$ cat config.mk
export PLATFORM = sky130hd
export DESIGN_NAME = lag_tracker
export DESIGN_NICKNAME = d
export VERILOG_FILES = /design/src/lag_tracker.v /design/src/flap_counter.v
export VERILOG_INCLUDE_DIRS = /design/src
export SDC_FILE = /design/constraint.sdc
export NUM_CORES = 2
export LEC_CHECK = 0
export ABC_AREA = 1
export BUFFER_PORTS_ARGS = -buffer_cell sky130_fd_sc_hd__buf_2
export CAP_MARGIN = 20
export CELL_PAD_IN_SITES_DETAIL_PLACEMENT = 2
export CELL_PAD_IN_SITES_GLOBAL_PLACEMENT = 2
export CORE_MARGIN = 2
export CORE_UTILIZATION = 35
export CTS_BUF_LIST = sky130_fd_sc_hd__clkbuf_2 sky130_fd_sc_hd__clkbuf_4 sky130_fd_sc_hd__clkbuf_8
export DETAILED_ROUTE_END_ITERATION = 16
export GPL_ROUTABILITY_DRIVEN = 0
export PLACE_DENSITY = 0.79
export SLEW_MARGIN = 10
export SYNTH_ARGS = -nofsm -noshare
export SYNTH_HDL_FRONTEND = slang
export SYNTH_HIERARCHICAL = 1
export SYNTH_SLANG_ARGS = --single-unit
export TNS_END_PERCENT = 30
$ cat constraint.sdc
create_clock -name clk -period 22 [get_ports clk]
set_clock_uncertainty 0.2 [all_clocks]
set_input_delay 2.2 -clock clk [delete_from_list [all_inputs] [get_ports clk]]
set_output_delay 2.2 -clock clk [all_outputs]
set_load 0.01 [all_outputs]
$ cat src/lag_map.vh
// register offsets, field positions and reset values of the lag tracker
`ifndef LAG_MAP_VH
`define LAG_MAP_VH

// ---------------------------------------------------------------
// sizes
// ---------------------------------------------------------------
`define NPORT 16
`define NCH 4
`define MAX_MEMBERS 4'h8
`define CNT_W 16

// ---------------------------------------------------------------
// register byte offsets
// ---------------------------------------------------------------
`define OFF_CTRL 8'h00
`define OFF_IRQ_STAT 8'h04
`define OFF_IRQ_MASK 8'h08
`define OFF_PORT_ADMIN 8'h0C
`define OFF_CH_CFG 8'h10
`define OFF_MEMBER_CMD 8'h14
`define OFF_ACTIVE 8'h18
`define OFF_PORT_BASE 8'h20
`define OFF_PORT_LAST 8'h5C
`define OFF_CH_BASE 8'h60
`define OFF_CH_LAST 8'h6C

// ---------------------------------------------------------------
// field positions
// ---------------------------------------------------------------
`define CTRL_CLR_BIT 0
`define IRQ_MFLAP_BIT 0
`define IRQ_CFLAP_BIT 1
`define IRQ_REJECT_BIT 2
`define CFG_ADMIN_BIT 0
`define CFG_STATIC_BIT 1
`define CFG_HASH_LSB 2
`define CMD_CH_LSB 4
`define CMD_JOIN_BIT 8
`define CMD_REJ_BIT 31

// ---------------------------------------------------------------
// hash key sets
// ---------------------------------------------------------------
`define HASH_SMAC 3'h0
`define HASH_DMAC 3'h1
`define HASH_SDMAC 3'h2
`define HASH_SIP 3'h3
`define HASH_DIP 3'h4
`define HASH_SDIP 3'h5

// ---------------------------------------------------------------
// reset values and bus answers
// ---------------------------------------------------------------
`define RST_IRQ_MASK 32'h0000_0000
`define RST_PORT_ADMIN 16'hFFFF
`define RST_CH_CFG 32'h0000_0000
`define RESP_OKAY 2'h0
`define RESP_SLVERR 2'h2

`endif

$ cat src/lag_tracker.v
// link aggregation member tracking, flow hashing and flap counting
`timescale 1ns/1ps
`include "lag_map.vh"
module lag_tracker (
	// clock and reset
	input wire clk,
	input wire rst,
	// axi4-lite write
	input wire [7:0] s_axi_awaddr,
	input wire s_axi_awvalid,
	output reg s_axi_awready,
	input wire [31:0] s_axi_wdata,
	input wire [3:0] s_axi_wstrb,
	input wire s_axi_wvalid,
	output reg s_axi_wready,
	output reg [1:0] s_axi_bresp,
	output reg s_axi_bvalid,
	input wire s_axi_bready,
	// axi4-lite read
	input wire [7:0] s_axi_araddr,
	input wire s_axi_arvalid,
	output reg s_axi_arready,
	output reg [31:0] s_axi_rdata,
	output reg [1:0] s_axi_rresp,
	output reg s_axi_rvalid,
	input wire s_axi_rready,
	// physical port state
	input wire [15:0] link_up,
	input wire [15:0] oper_en,
	// egress flow request
	input wire tx_valid,
	input wire [1:0] tx_channel,
	input wire [47:0] src_mac,
	input wire [47:0] dst_mac,
	input wire [11:0] vlan,
	input wire [15:0] ethertype,
	input wire [3:0] in_port,
	input wire [31:0] src_ip,
	input wire [31:0] dst_ip,
	input wire [15:0] src_l4,
	input wire [15:0] dst_l4,
	// egress decision
	output reg tx_out_valid,
	output reg [3:0] tx_out_port,
	output reg tx_out_drop,
	// ingress check
	input wire rx_valid,
	input wire [3:0] rx_port,
	input wire rx_lacp,
	output reg rx_accept,
	output reg rx_drop,
	// lacp permission and interrupt
	output reg [15:0] lacp_en,
	output reg irq
);

	// ---------------------------------------------------------------
	// state
	// ---------------------------------------------------------------
	reg [31:0] irq_stat;
	reg [31:0] irq_mask;
	reg [15:0] port_admin;
	reg [31:0] ch_cfg;
	reg [15:0] member;
	reg [1:0] chan_of [0:15];
	reg cmd_rej;
	reg clr_cnt;
	reg [15:0] prev_up;
	reg [3:0] prev_has;
	reg [3:0] prev_ch_admin;
	reg [15:0] active_q;
	wire [15:0] port_cnt [0:15];
	wire [15:0] ch_cnt [0:3];

	// ---------------------------------------------------------------
	// combinational status
	// ---------------------------------------------------------------
	reg [15:0] active;
	reg [15:0] port_up;
	reg [15:0] mflap;
	reg [3:0] ch_admin;
	reg [3:0] ch_static;
	reg [3:0] ch_has;
	reg [3:0] cflap;
	reg [15:0] ch_members;
	integer p;
	integer c;
	integer pw;
	integer pl;
	integer ph;

	always @* begin
		active = 16'h0000;
		port_up = 16'h0000;
		ch_members = 16'h0000;
		ch_has = 4'h0;
		for (c = 0; c < `NCH; c = c + 1) begin
			ch_admin[c] = ch_cfg[8*c+`CFG_ADMIN_BIT];
			ch_static[c] = ch_cfg[8*c+`CFG_STATIC_BIT];
		end
		for (p = 0; p < `NPORT; p = p + 1) begin
			active[p] = member[p] & oper_en[p] & port_admin[p] & link_up[p];
			port_up[p] = port_admin[p] & link_up[p];
			if (member[p]) begin
				ch_members[4*chan_of[p] +: 4] =
					ch_members[4*chan_of[p] +: 4] + 4'h1;
			end
			if (active[p]) begin
				ch_has[chan_of[p]] = 1'b1;
			end
		end
		mflap = prev_up & ~port_up;
		cflap = (prev_ch_admin & ~ch_admin) |
			(prev_has & ~ch_has & ch_admin);
	end

	// ---------------------------------------------------------------
	// member join check
	// ---------------------------------------------------------------
	wire [3:0] cmd_port = s_axi_wdata[3:0];
	wire [1:0] cmd_ch = s_axi_wdata[`CMD_CH_LSB +: 2];
	wire cmd_join = s_axi_wdata[`CMD_JOIN_BIT];
	reg [3:0] target_cnt;
	reg join_reject;

	always @* begin
		target_cnt = ch_members[4*cmd_ch +: 4];
		if (member[cmd_port] && chan_of[cmd_port] == cmd_ch) begin
			target_cnt = target_cnt - 4'h1;
		end
		join_reject = cmd_join && target_cnt >= `MAX_MEMBERS;
	end

	// ---------------------------------------------------------------
	// register writes
	// ---------------------------------------------------------------
	function [31:0] merge;
		input [31:0] old;
		input [31:0] nw;
		input [3:0] strb;
		integer b;
		begin
			for (b = 0; b < 4; b = b + 1) begin
				merge[8*b +: 8] = strb[b] ? nw[8*b +: 8] : old[8*b +: 8];
			end
		end
	endfunction

	wire wr_go = s_axi_awready;
	wire [31:0] admin_merged = merge({16'h0000, port_admin}, s_axi_wdata,
		s_axi_wstrb);
	wire [31:0] set_bits = {29'h0000_0000, 1'b0, 1'b0, 1'b0} |
		({31'h0000_0000, |mflap} << `IRQ_MFLAP_BIT) |
		({31'h0000_0000, |cflap} << `IRQ_CFLAP_BIT) |
		({31'h0000_0000, wr_go && s_axi_awaddr == `OFF_MEMBER_CMD &&
		join_reject} << `IRQ_REJECT_BIT);
	reg [31:0] w1c;
	wire [31:0] wmask = {{8{s_axi_wstrb[3]}}, {8{s_axi_wstrb[2]}},
		{8{s_axi_wstrb[1]}}, {8{s_axi_wstrb[0]}}};

	always @* begin
		w1c = 32'h0000_0000;
		if (wr_go && s_axi_awaddr == `OFF_IRQ_STAT) begin
			w1c = s_axi_wdata & wmask;
		end
	end

	always @(posedge clk or posedge rst) begin
		if (rst) begin
			s_axi_awready <= 1'b0;
			s_axi_wready <= 1'b0;
			s_axi_bvalid <= 1'b0;
			s_axi_bresp <= `RESP_OKAY;
			irq_stat <= 32'h0000_0000;
			irq_mask <= `RST_IRQ_MASK;
			port_admin <= `RST_PORT_ADMIN;
			ch_cfg <= `RST_CH_CFG;
			member <= 16'h0000;
			cmd_rej <= 1'b0;
			clr_cnt <= 1'b0;
			for (pw = 0; pw < `NPORT; pw = pw + 1) begin
				chan_of[pw] <= 2'h0;
			end
		end else begin
			s_axi_awready <= !s_axi_awready && s_axi_awvalid &&
				s_axi_wvalid && !s_axi_bvalid;
			s_axi_wready <= !s_axi_awready && s_axi_awvalid &&
				s_axi_wvalid && !s_axi_bvalid;
			clr_cnt <= 1'b0;
			// hardware set wins over a same-cycle clear
			irq_stat <= (irq_stat & ~w1c) | set_bits;
			if (s_axi_bvalid && s_axi_bready) begin
				s_axi_bvalid <= 1'b0;
			end
			if (wr_go) begin
				s_axi_bvalid <= 1'b1;
				s_axi_bresp <= `RESP_OKAY;
				case (s_axi_awaddr)
				`OFF_CTRL: begin
					clr_cnt <= s_axi_wstrb[0] &&
						s_axi_wdata[`CTRL_CLR_BIT];
				end
				`OFF_IRQ_STAT: begin
				end
				`OFF_IRQ_MASK: begin
					irq_mask <= merge(irq_mask, s_axi_wdata, s_axi_wstrb);
				end
				`OFF_PORT_ADMIN: begin
					port_admin <= admin_merged[15:0];
				end
				`OFF_CH_CFG: begin
					ch_cfg <= merge(ch_cfg, s_axi_wdata, s_axi_wstrb);
				end
				`OFF_MEMBER_CMD: begin
					cmd_rej <= join_reject;
					if (!join_reject) begin
						member[cmd_port] <= cmd_join;
						if (cmd_join) begin
							chan_of[cmd_port] <= cmd_ch;
						end
					end
				end
				default: begin
					s_axi_bresp <= `RESP_SLVERR;
				end
				endcase
			end
		end
	end

	// ---------------------------------------------------------------
	// register reads
	// ---------------------------------------------------------------
	reg [31:0] rd_mux;
	reg rd_err;
	wire [3:0] rd_port = s_axi_araddr[5:2] - 4'h8;
	wire [1:0] rd_ch = s_axi_araddr[3:2];

	always @* begin
		rd_mux = 32'h0000_0000;
		rd_err = 1'b0;
		if (s_axi_araddr >= `OFF_PORT_BASE &&
			s_axi_araddr <= `OFF_PORT_LAST) begin
			rd_mux = {13'h0000, member[rd_port], chan_of[rd_port],
				port_cnt[rd_port]};
		end else if (s_axi_araddr >= `OFF_CH_BASE &&
			s_axi_araddr <= `OFF_CH_LAST) begin
			rd_mux = {12'h000, ch_members[4*rd_ch +: 4], ch_cnt[rd_ch]};
		end else begin
			case (s_axi_araddr)
			`OFF_CTRL: rd_mux = 32'h0000_0000;
			`OFF_IRQ_STAT: rd_mux = irq_stat;
			`OFF_IRQ_MASK: rd_mux = irq_mask;
			`OFF_PORT_ADMIN: rd_mux = {16'h0000, port_admin};
			`OFF_CH_CFG: rd_mux = ch_cfg;
			`OFF_MEMBER_CMD: rd_mux = {cmd_rej, 15'h0000, member};
			`OFF_ACTIVE: rd_mux = {16'h0000, active_q};
			default: rd_err = 1'b1;
			endcase
		end
	end

	always @(posedge clk or posedge rst) begin
		if (rst) begin
			s_axi_arready <= 1'b0;
			s_axi_rvalid <= 1'b0;
			s_axi_rdata <= 32'h0000_0000;
			s_axi_rresp <= `RESP_OKAY;
		end else begin
			s_axi_arready <= !s_axi_arready && s_axi_arvalid &&
				!s_axi_rvalid;
			if (s_axi_rvalid && s_axi_rready) begin
				s_axi_rvalid <= 1'b0;
			end
			if (s_axi_arready) begin
				s_axi_rvalid <= 1'b1;
				s_axi_rdata <= rd_err ? 32'h0000_0000 : rd_mux;
				s_axi_rresp <= rd_err ? `RESP_SLVERR : `RESP_OKAY;
			end
		end
	end

	// ---------------------------------------------------------------
	// flap counters
	// ---------------------------------------------------------------
	genvar g;
	generate
		for (g = 0; g < `NPORT; g = g + 1) begin : port_flap
			flap_counter u_cnt (
				.clk(clk),
				.rst(rst),
				.clr(clr_cnt),
				.down_event(mflap[g]),
				.count(port_cnt[g])
			);
		end
		for (g = 0; g < `NCH; g = g + 1) begin : ch_flap
			flap_counter u_cnt (
				.clk(clk),
				.rst(rst),
				.clr(clr_cnt),
				.down_event(cflap[g]),
				.count(ch_cnt[g])
			);
		end
	endgenerate

	always @(posedge clk or posedge rst) begin
		if (rst) begin
			prev_up <= 16'h0000;
			prev_has <= 4'h0;
			prev_ch_admin <= 4'h0;
			active_q <= 16'h0000;
			irq <= 1'b0;
			lacp_en <= 16'h0000;
		end else begin
			prev_up <= port_up;
			prev_has <= ch_has;
			prev_ch_admin <= ch_admin;
			active_q <= active;
			irq <= |(irq_stat & irq_mask);
			for (pl = 0; pl < `NPORT; pl = pl + 1) begin
				lacp_en[pl] <= member[pl] && !ch_static[chan_of[pl]] &&
					ch_admin[chan_of[pl]];
			end
		end
	end

	// ---------------------------------------------------------------
	// flow hash and member selection
	// ---------------------------------------------------------------
	function [7:0] fold8;
		input [63:0] x;
		integer i;
		begin
			fold8 = 8'h00;
			for (i = 0; i < 8; i = i + 1) begin
				fold8 = fold8 ^ x[8*i +: 8];
			end
		end
	endfunction

	wire [7:0] l2_tail = fold8({20'h00000, vlan, ethertype, 12'h000, in_port});
	reg [7:0] hash;
	reg [3:0] n_act;
	reg [2:0] pick;
	reg [7:0] hmod;
	reg [3:0] rank;
	reg [3:0] sel_port;
	reg found;
	wire [2:0] hsel = ch_cfg[8*tx_channel+`CFG_HASH_LSB +: 3];

	always @*begin
		case (hsel)
		`HASH_SMAC: hash = fold8({16'h0000, src_mac}) ^ l2_tail;
		`HASH_DMAC: hash = fold8({16'h0000, dst_mac}) ^ l2_tail;
		`HASH_SDMAC: hash = fold8({16'h0000, src_mac}) ^
			fold8({16'h0000, dst_mac}) ^ l2_tail;
		`HASH_SIP: hash = fold8({16'h0000, src_ip, src_l4});
		`HASH_DIP: hash = fold8({16'h0000, dst_ip, dst_l4});
		`HASH_SDIP: hash = fold8({src_ip, dst_ip}) ^
			fold8({32'h0000_0000, src_l4, dst_l4});
		default: hash = fold8({16'h0000, src_mac}) ^ l2_tail;
		endcase
		n_act = 4'h0;
		for (ph = 0; ph < `NPORT; ph = ph + 1) begin
			if (active[ph] && chan_of[ph] == tx_channel) begin
				n_act = n_act + 4'h1;
			end
		end
		hmod = 8'h00;
		if (n_act != 4'h0) begin
			hmod = hash % {4'h0, n_act};
		end
		// at most eight active members, so the remainder fits
		pick = hmod[2:0];
		rank = 4'h0;
		sel_port = 4'h0;
		found = 1'b0;
		for (ph = 0; ph < `NPORT; ph = ph + 1) begin
			if (active[ph] && chan_of[ph] == tx_channel) begin
				if (!found && rank == {1'b0, pick}) begin
					sel_port = ph[3:0];
					found = 1'b1;
				end
				rank = rank + 4'h1;
			end
		end
	end

	// ---------------------------------------------------------------
	// egress and ingress decisions
	// ---------------------------------------------------------------
	wire rx_chan_on = ch_admin[chan_of[rx_port]];

	always @(posedge clk or posedge rst) begin
		if (rst) begin
			tx_out_valid <= 1'b0;
			tx_out_port <= 4'h0;
			tx_out_drop <= 1'b0;
			rx_accept <= 1'b0;
			rx_drop <= 1'b0;
		end else begin
			tx_out_valid <= tx_valid;
			tx_out_port <= sel_port;
			tx_out_drop <= tx_valid && (!ch_admin[tx_channel] || !found);
			rx_accept <= 1'b0;
			rx_drop <= 1'b0;
			if (rx_valid) begin
				if (!member[rx_port]) begin
					rx_accept <= !rx_lacp;
					rx_drop <= rx_lacp;
				end else if (!rx_chan_on || !active[rx_port] ||
					(rx_lacp && ch_static[chan_of[rx_port]])) begin
					rx_drop <= 1'b1;
				end else begin
					rx_accept <= 1'b1;
				end
			end
		end
	end

endmodule

$ cat src/flap_counter.v
// saturating flap counter with a synchronous clear
`timescale 1ns/1ps
module flap_counter (
	// clock and reset
	input wire clk,
	input wire rst,
	// control
	input wire clr,
	input wire down_event,
	// count
	output reg [15:0] count
);

	always @(posedge clk or posedge rst) begin
		if (rst) begin
			count <= 16'h0000;
		end else if (clr) begin
			count <= 16'h0000;
		end else if (down_event && count != 16'hFFFF) begin
			count <= count + 16'h0001;
		end
	end

endmodule

# == Word level (Yosys, flattened, before mapping) ==
# Cells that the tools add are included.
# word_totals
register_bits,587
inputBits,324
wordCells,970
out_inout_bits,66
# classes
n_bitwise,138
order_cmp,48
n_shift,51
n_reduce_logical,205
addsub,70
div,1
n_mux,321
n_eq_ne,68
# ops
operator,n
2-to-1 mux 16 bit,60
negator 4 -> 34 bit,16
variable shift 4 x 34 -> 16 bit (first input constant),16
variable part select 4 x 34 -> 16 bit,16
adder 16 x 1 -> 16 bit (second input constant),20
!= test 16 bit (second input constant),20
XOR 8 bit,36
variable part select 16 x 5 -> 4 bit,17
bitwise mux 16 bit,16
2-to-1 mux 4 bit,60
one-hot mux 32 bit (6 select lines),1
2-to-1 mux 32 bit,4
adder 4 x 1 -> 4 bit (second input constant),31
logical AND 1 bit,118
2-to-1 mux 1 bit,106
bitwise AND 32 bit,3
binary-select mux 1 bit (select 2 bit),35
bitwise AND 1 bit,64
binary-select mux 16 bit (select 4 bit),1
bitwise OR 4 bit,16
== test 4 x 3 -> 1 bit,15
< comparator 2 x 3 -> 1 bit (second input constant),18
nonzero test 2 bit,22
== test 8 x 5 -> 1 bit (second input constant),5
other kinds (58),186

# == Depth between registers and ports, before layout ==
# depth
depth_word,103
mapped_depth,138
depth_no_buf,138

# == Cells and area by module ==
# Netlist, hierarchy kept.
# modules_own_cells
module,seq_area_each_um2,cells_per_inst,area_each_um2,instances
lag_tracker,6651.4,4509,29874.9,1
flap_counter,400.4,159,1083.5,20

# == Least setup slack after synthesis ==
# No wires, ideal clock.
# synth_path
kind,input to register
startpoint,input port tx_channel[0]
endpoint,register tx_out_port[0]
setup_slack_ps,191
path_buffers,2
setup_time_ps,70
path_stages,133
t_required_ps,21730
t_arrival_ps,21539
path_cell_list,buf_4 buf_1 clkinv_1 nand2_1 nand3_1 nor2_1 ha_1 inv_1 nand2_1 nand2_1 inv_1 ha_1 inv_1 o21ai_2 ha_1 inv_1 o21ai_0 ha_1 [... 97 more ...] inv_1 nor2_2 nand2_1 nor2_2 nand2_1 nor2_1 nand2_1 nor2_2 inv_2 nor2_2 inv_2 nor2_2 inv_2 nor2_1 inv_1 nor2_1 nand2_1 nand3b_1
# synth_via
elab_chain_cells,98
elab_cells_between_ends,180
cone_classes,add/sub: 16; div: 1; eq/ne: 36; shift: 1; mux: 78; reduce/logical: 48
# synth_rtl
element,line,rtl
"start, declared",lag_tracker.v:32,"input wire [1:0] tx_channel,"
== test 2 bit,"lag_tracker.v:367, lag_tracker.v:381",
logical AND 1 bit,"lag_tracker.v:367, lag_tracker.v:381",
2-to-1 mux 1 bit,"lag_tracker.v:367, lag_tracker.v:381",
adder 4 x 1 -> 4 bit,"lag_tracker.v:368, lag_tracker.v:386",
2-to-1 mux 4 bit,"lag_tracker.v:367, lag_tracker.v:381",
adder 4 x 1 -> 4 bit,"lag_tracker.v:368, lag_tracker.v:386",
2-to-1 mux 4 bit,"lag_tracker.v:367, lag_tracker.v:381",
adder 4 x 1 -> 4 bit,"lag_tracker.v:368, lag_tracker.v:386",
[... 83 more ...],-,
logical AND 1 bit,lag_tracker.v:382,"if (!found && rank == {1'b0, pick}) begin"
2-to-1 mux 1 bit,lag_tracker.v:382,
2-to-1 mux 1 bit,lag_tracker.v:381,if (active[ph] && chan_of[ph] == tx_channel) begin
logical NOT 1 bit,lag_tracker.v:382,
logical AND 1 bit,lag_tracker.v:382,
2-to-1 mux 4 bit,lag_tracker.v:382,
2-to-1 mux 4 bit (*),lag_tracker.v:381,
net sel_port[0],lag_tracker.v:349,reg [3:0] sel_port;
"end signal, assigned",lag_tracker.v:405,tx_out_port <= sel_port;
"end, declared",lag_tracker.v:44,"output reg [3:0] tx_out_port,"
# Mark *: on every way through the listed nets, which the timed path passes. The rest lies on a longest branch.
# A chain may end at the register's enable or synchronous reset.

# == Final worst setup path ==
# layout_path
startpoint,input port link_up[0]
endpoint,register tx_out_drop
# layout_via
elab_chain_cells,101
elab_cells_between_ends,117
cone_classes,add/sub: 15; div: 1; eq/ne: 15; mux: 49; bitwise: 1; reduce/logical: 36
# layout_rtl
element,line,rtl
"start, declared",lag_tracker.v:28,"input wire [15:0] link_up,"
bitwise AND 1 bit (*),lag_tracker.v:102,active[p] = member[p] & oper_en[p] & port_admin[p] & link_up[p];
net active[0],lag_tracker.v:78,reg [15:0] active;
logical AND 1 bit (*),"lag_tracker.v:367, lag_tracker.v:381",
2-to-1 mux 1 bit,"lag_tracker.v:367, lag_tracker.v:381",
adder 4 x 1 -> 4 bit,"lag_tracker.v:368, lag_tracker.v:386",
2-to-1 mux 4 bit,"lag_tracker.v:367, lag_tracker.v:381",
adder 4 x 1 -> 4 bit,"lag_tracker.v:368, lag_tracker.v:386",
2-to-1 mux 4 bit,"lag_tracker.v:367, lag_tracker.v:381",
[... 86 more ...],-,
2-to-1 mux 1 bit,lag_tracker.v:381,
logical NOT 1 bit,lag_tracker.v:382,
logical AND 1 bit,lag_tracker.v:382,
2-to-1 mux 1 bit,lag_tracker.v:382,
2-to-1 mux 1 bit (*),lag_tracker.v:381,
logical NOT 1 bit (*),lag_tracker.v:406,tx_out_drop <= tx_valid && (!ch_admin[tx_channel] || !found);
logical OR 1 bit (*),lag_tracker.v:406,
logical AND 1 bit (*),lag_tracker.v:406,
"end signal, assigned",lag_tracker.v:406,
"end, declared",lag_tracker.v:45,"output reg tx_out_drop,"
# Marked as above.

==> metrics.cfg <==
[die]
start_util_pct=35.3
fp.dieW_um=388
dieArea_um2=150000
num_rows=140
io_pins=390
die_h_um=388
core_um2=146000

[power_and_ir_drop]
powerDensity_nw_per_um2=76.4
p_total_mw=4.44
max-vdd-ir-drop_mv=0.228
leakage_nw=29.5

[yosys]
synth-seq-cells=585
synth-simple-area-share_pct=37.1
yosysWarnings=6
synthMuxAreaShare_pct=0.0194
yosysSeqAreaShare_pct=28.4
syn_area_per_cell_um2=6.70
synthCells=7689
syn_area_um2=51500
synth_cell_type_count=78
synth_top_family_by_area=simple AND/OR/NAND/NOR gates
synth_edf_count=0
synth_compound_area_share_pct=13.5
synth_top_flop_cell=dfrtp_1
ys_async_sr_fraction_pct=100
synth_xor_xnor_area_share_pct=6.29
synth_adder_area_share_pct=4.80

[critical_path]
crit_start=link_up[0]
reg2regPathDepth=128
crit_type=in2reg
worstReg2RegStart=chan_of[28]
cp-start-kind=input port
reg2reg_slack_ps=1830
critPathCaptureType=flop
critPathMostFrequentCell=inv_1
endpoint=tx_out_drop
rr_endpoint=tx_out_drop
worstPathRequired_ps=22500
cp.arrival_ps=21340
cp_slowest_stage_delay_ps=550
critical_path.max_fanout=6
crit_slowest_cell=a2111oi_0

[detailed_routing]
postRouteAntennaNets=0
vias=57000
via_per_inst=5.65
drc_errors=0
drt_iter0_markers=3424
wl_per_cell_um=24.4
totalWireLength_um=246000
dr.pass1.iters=6

[grt]
met2_usage_pct=53.7
grt_overflow=0
top_usage_layer=met2
grt_pass1_vias=61600
grt_usage_pct=31.9
antenna_found_initial=13
grt_max_degree=124
grt_pass1_wl_um=376000
grtUsageMet1_pct=40.2
use_met3_pct=3.96

[timing]
slew_headroom_pct=13.8
final-setup-viol-count=0
hold_viol=0
worst_slew_pin_slew_ps=1290
fmax_ghz=0.0480
finalMaxSlewViolations=0
fin_crit_sh_pct=94.7
fin_crit_ps=20830
setup-tns-final_ps=0
hold_ws_ps=252

[clock_network]
cts_tree=done
cts_sinks=585
clk_path_buf_depth=3
clk_pin_slew_worst_paths_ps=60
cts_made_buffers=114
cts_root_buf=clkbuf_8
insertion_delay_ps=880
htree_num_levels=3

[hold_path]
hold_class=reg2reg
worstHoldStart=s_axi_rvalid

[job]
maxCapViolCount=0

[status]
status=finished, final reports clean

[place]
port_buffers=387
dp.final_hpwl_um=190000
postPlaceCellArea_um2=55200

[final_layout]
fin_nets=8597
fin_area_um2=58100
area_growth_pct=12.7
drive_gt1_share_pct=14.4
num-fill-cells=17700

## flip-flops by register name, summed over array words and instances (netlist names), 4 cells and up
register	count
active_q	16
ch_cfg	32
ch_flap.u_cnt/count	64
chan_of	32
irq_mask	32
irq_stat	32
lacp_en	16
member	16
port_admin	16
port_flap.u_cnt/count	256
prev_ch_admin	4
prev_has	4
prev_up	16
s_axi_rdata	32
tx_out_port	4
## metal layers
layer / vias up / part of all wire (%)
met5: - / 0.013
met4: 6 / 5.5
met3: 480 / 4.5
met2: 1376 / 48
met1: 29100 / 42
li1: 26100 / -
## through the flow
step           setup WS [ps]  cells  utilization (%)
3_5_place_dp           -1400   9859             37.9
4_1_cts                 7.58  10100             39.6
5_1_grt                 -241  10100             39.8
2_1_floorplan            191   7690                -
6_report                1170  10100             39.8
3_3_place_gp            24.7   9858             37.8
## repair_timing
item | in CTS | in global routing
endpoints found under the setup margin | 5 | 43
gates cloned | 0 | 0
hold buffers | 0 | 0
pin swaps | 0 | 16
buffers inserted | 0 | 17
gates resized for setup | 10 | 53
## kinds of logic after synthesis
kind of cell	count (synthesis)
other	1
flip-flops	585
adder cells (fa/ha/maj)	197
buffers and inverters	1190
multiplexers	1
AO/OA/AOI/OAI	1170
AND/OR/NAND/NOR	4178
XOR/XNOR	367
## report_power, final
group | total (mW) | internal (mW) | switching [mW]
Clock | 1.25 | 0.681 | 0.567
Sequential | 1.12 | 1.10 | 0.0267
Combinational | 2.07 | 0.826 | 1.25
Total | 4.44 | 2.60 | 1.84
## how the worst min path moves through the flow
stage,end,slack (ps),cells past startpoint
global route,s_axi_arready,290,1
detailed placement,s_axi_arready,250,1
global placement,s_axi_arready,240,1
floorplan,prev_ch_admin[1],210,0
finish,s_axi_arready,250,1
CTS,s_axi_arready,260,1
## placed cells by master (no fill, tap or decap), types with 71 or more instances in the layout
cell type,synthesis,final
o21ai_0,390,371
ha_1,196,194
o21ai_1,83,83
a21oi_1,218,212
o22ai_1,238,238
clkbuf_8,0,144
nor2_2,66,72
buf_2,32,387
dfrtp_1,569,568
nor2_1,538,532
nand2_1,2401,2396
xor2_1,168,168
inv_1,824,819
buf_4,27,134
nand2_2,68,71
nand3_1,470,468
xnor2_1,195,195
nand4_1,309,309
nor3_1,91,90
## Yosys cell counts (168+ instances only)
cell type     n  area share (%)
ha_1        196             4.8
o21ai_0     390             3.8
xor2_1      168             2.9
nand3_1     470             4.6
o22ai_1     238             2.9
dfrtp_1     569              28
xnor2_1     195             3.3
a21oi_1     218             2.1
nor2_1      538             3.9
nand2_1    2401              17
inv_1       824             6.0
nand4_1     309             3.8
## layout make-up
type                    count  area [um2]  area share [%]
multi-input cells        5915       32000            55.1
flip-flops and latches    585       14700            25.2
inverters                 936        3520            6.06
repair buffers            524        3010            5.18
well taps                1917        2400            4.13
clock buffers             176        2220            3.82
clock inverters            31         279           0.480
diodes                      9        22.5          0.0388
## worst max-delay path, delay by kind of cell
| family | cells | cell delay (ps) |
|---|---|---|
| adder cells (fa/ha/maj) | 21 | 6140 |
| XOR/XNOR | 2 | 320 |
| buffers and inverters | 35 | 3150 |
| AND/OR/NAND/NOR | 39 | 3790 |
| AO/OA/AOI/OAI | 34 | 5550 |
| multiplexers | 1 | 190 |
(Power assumes the default switching activity.)
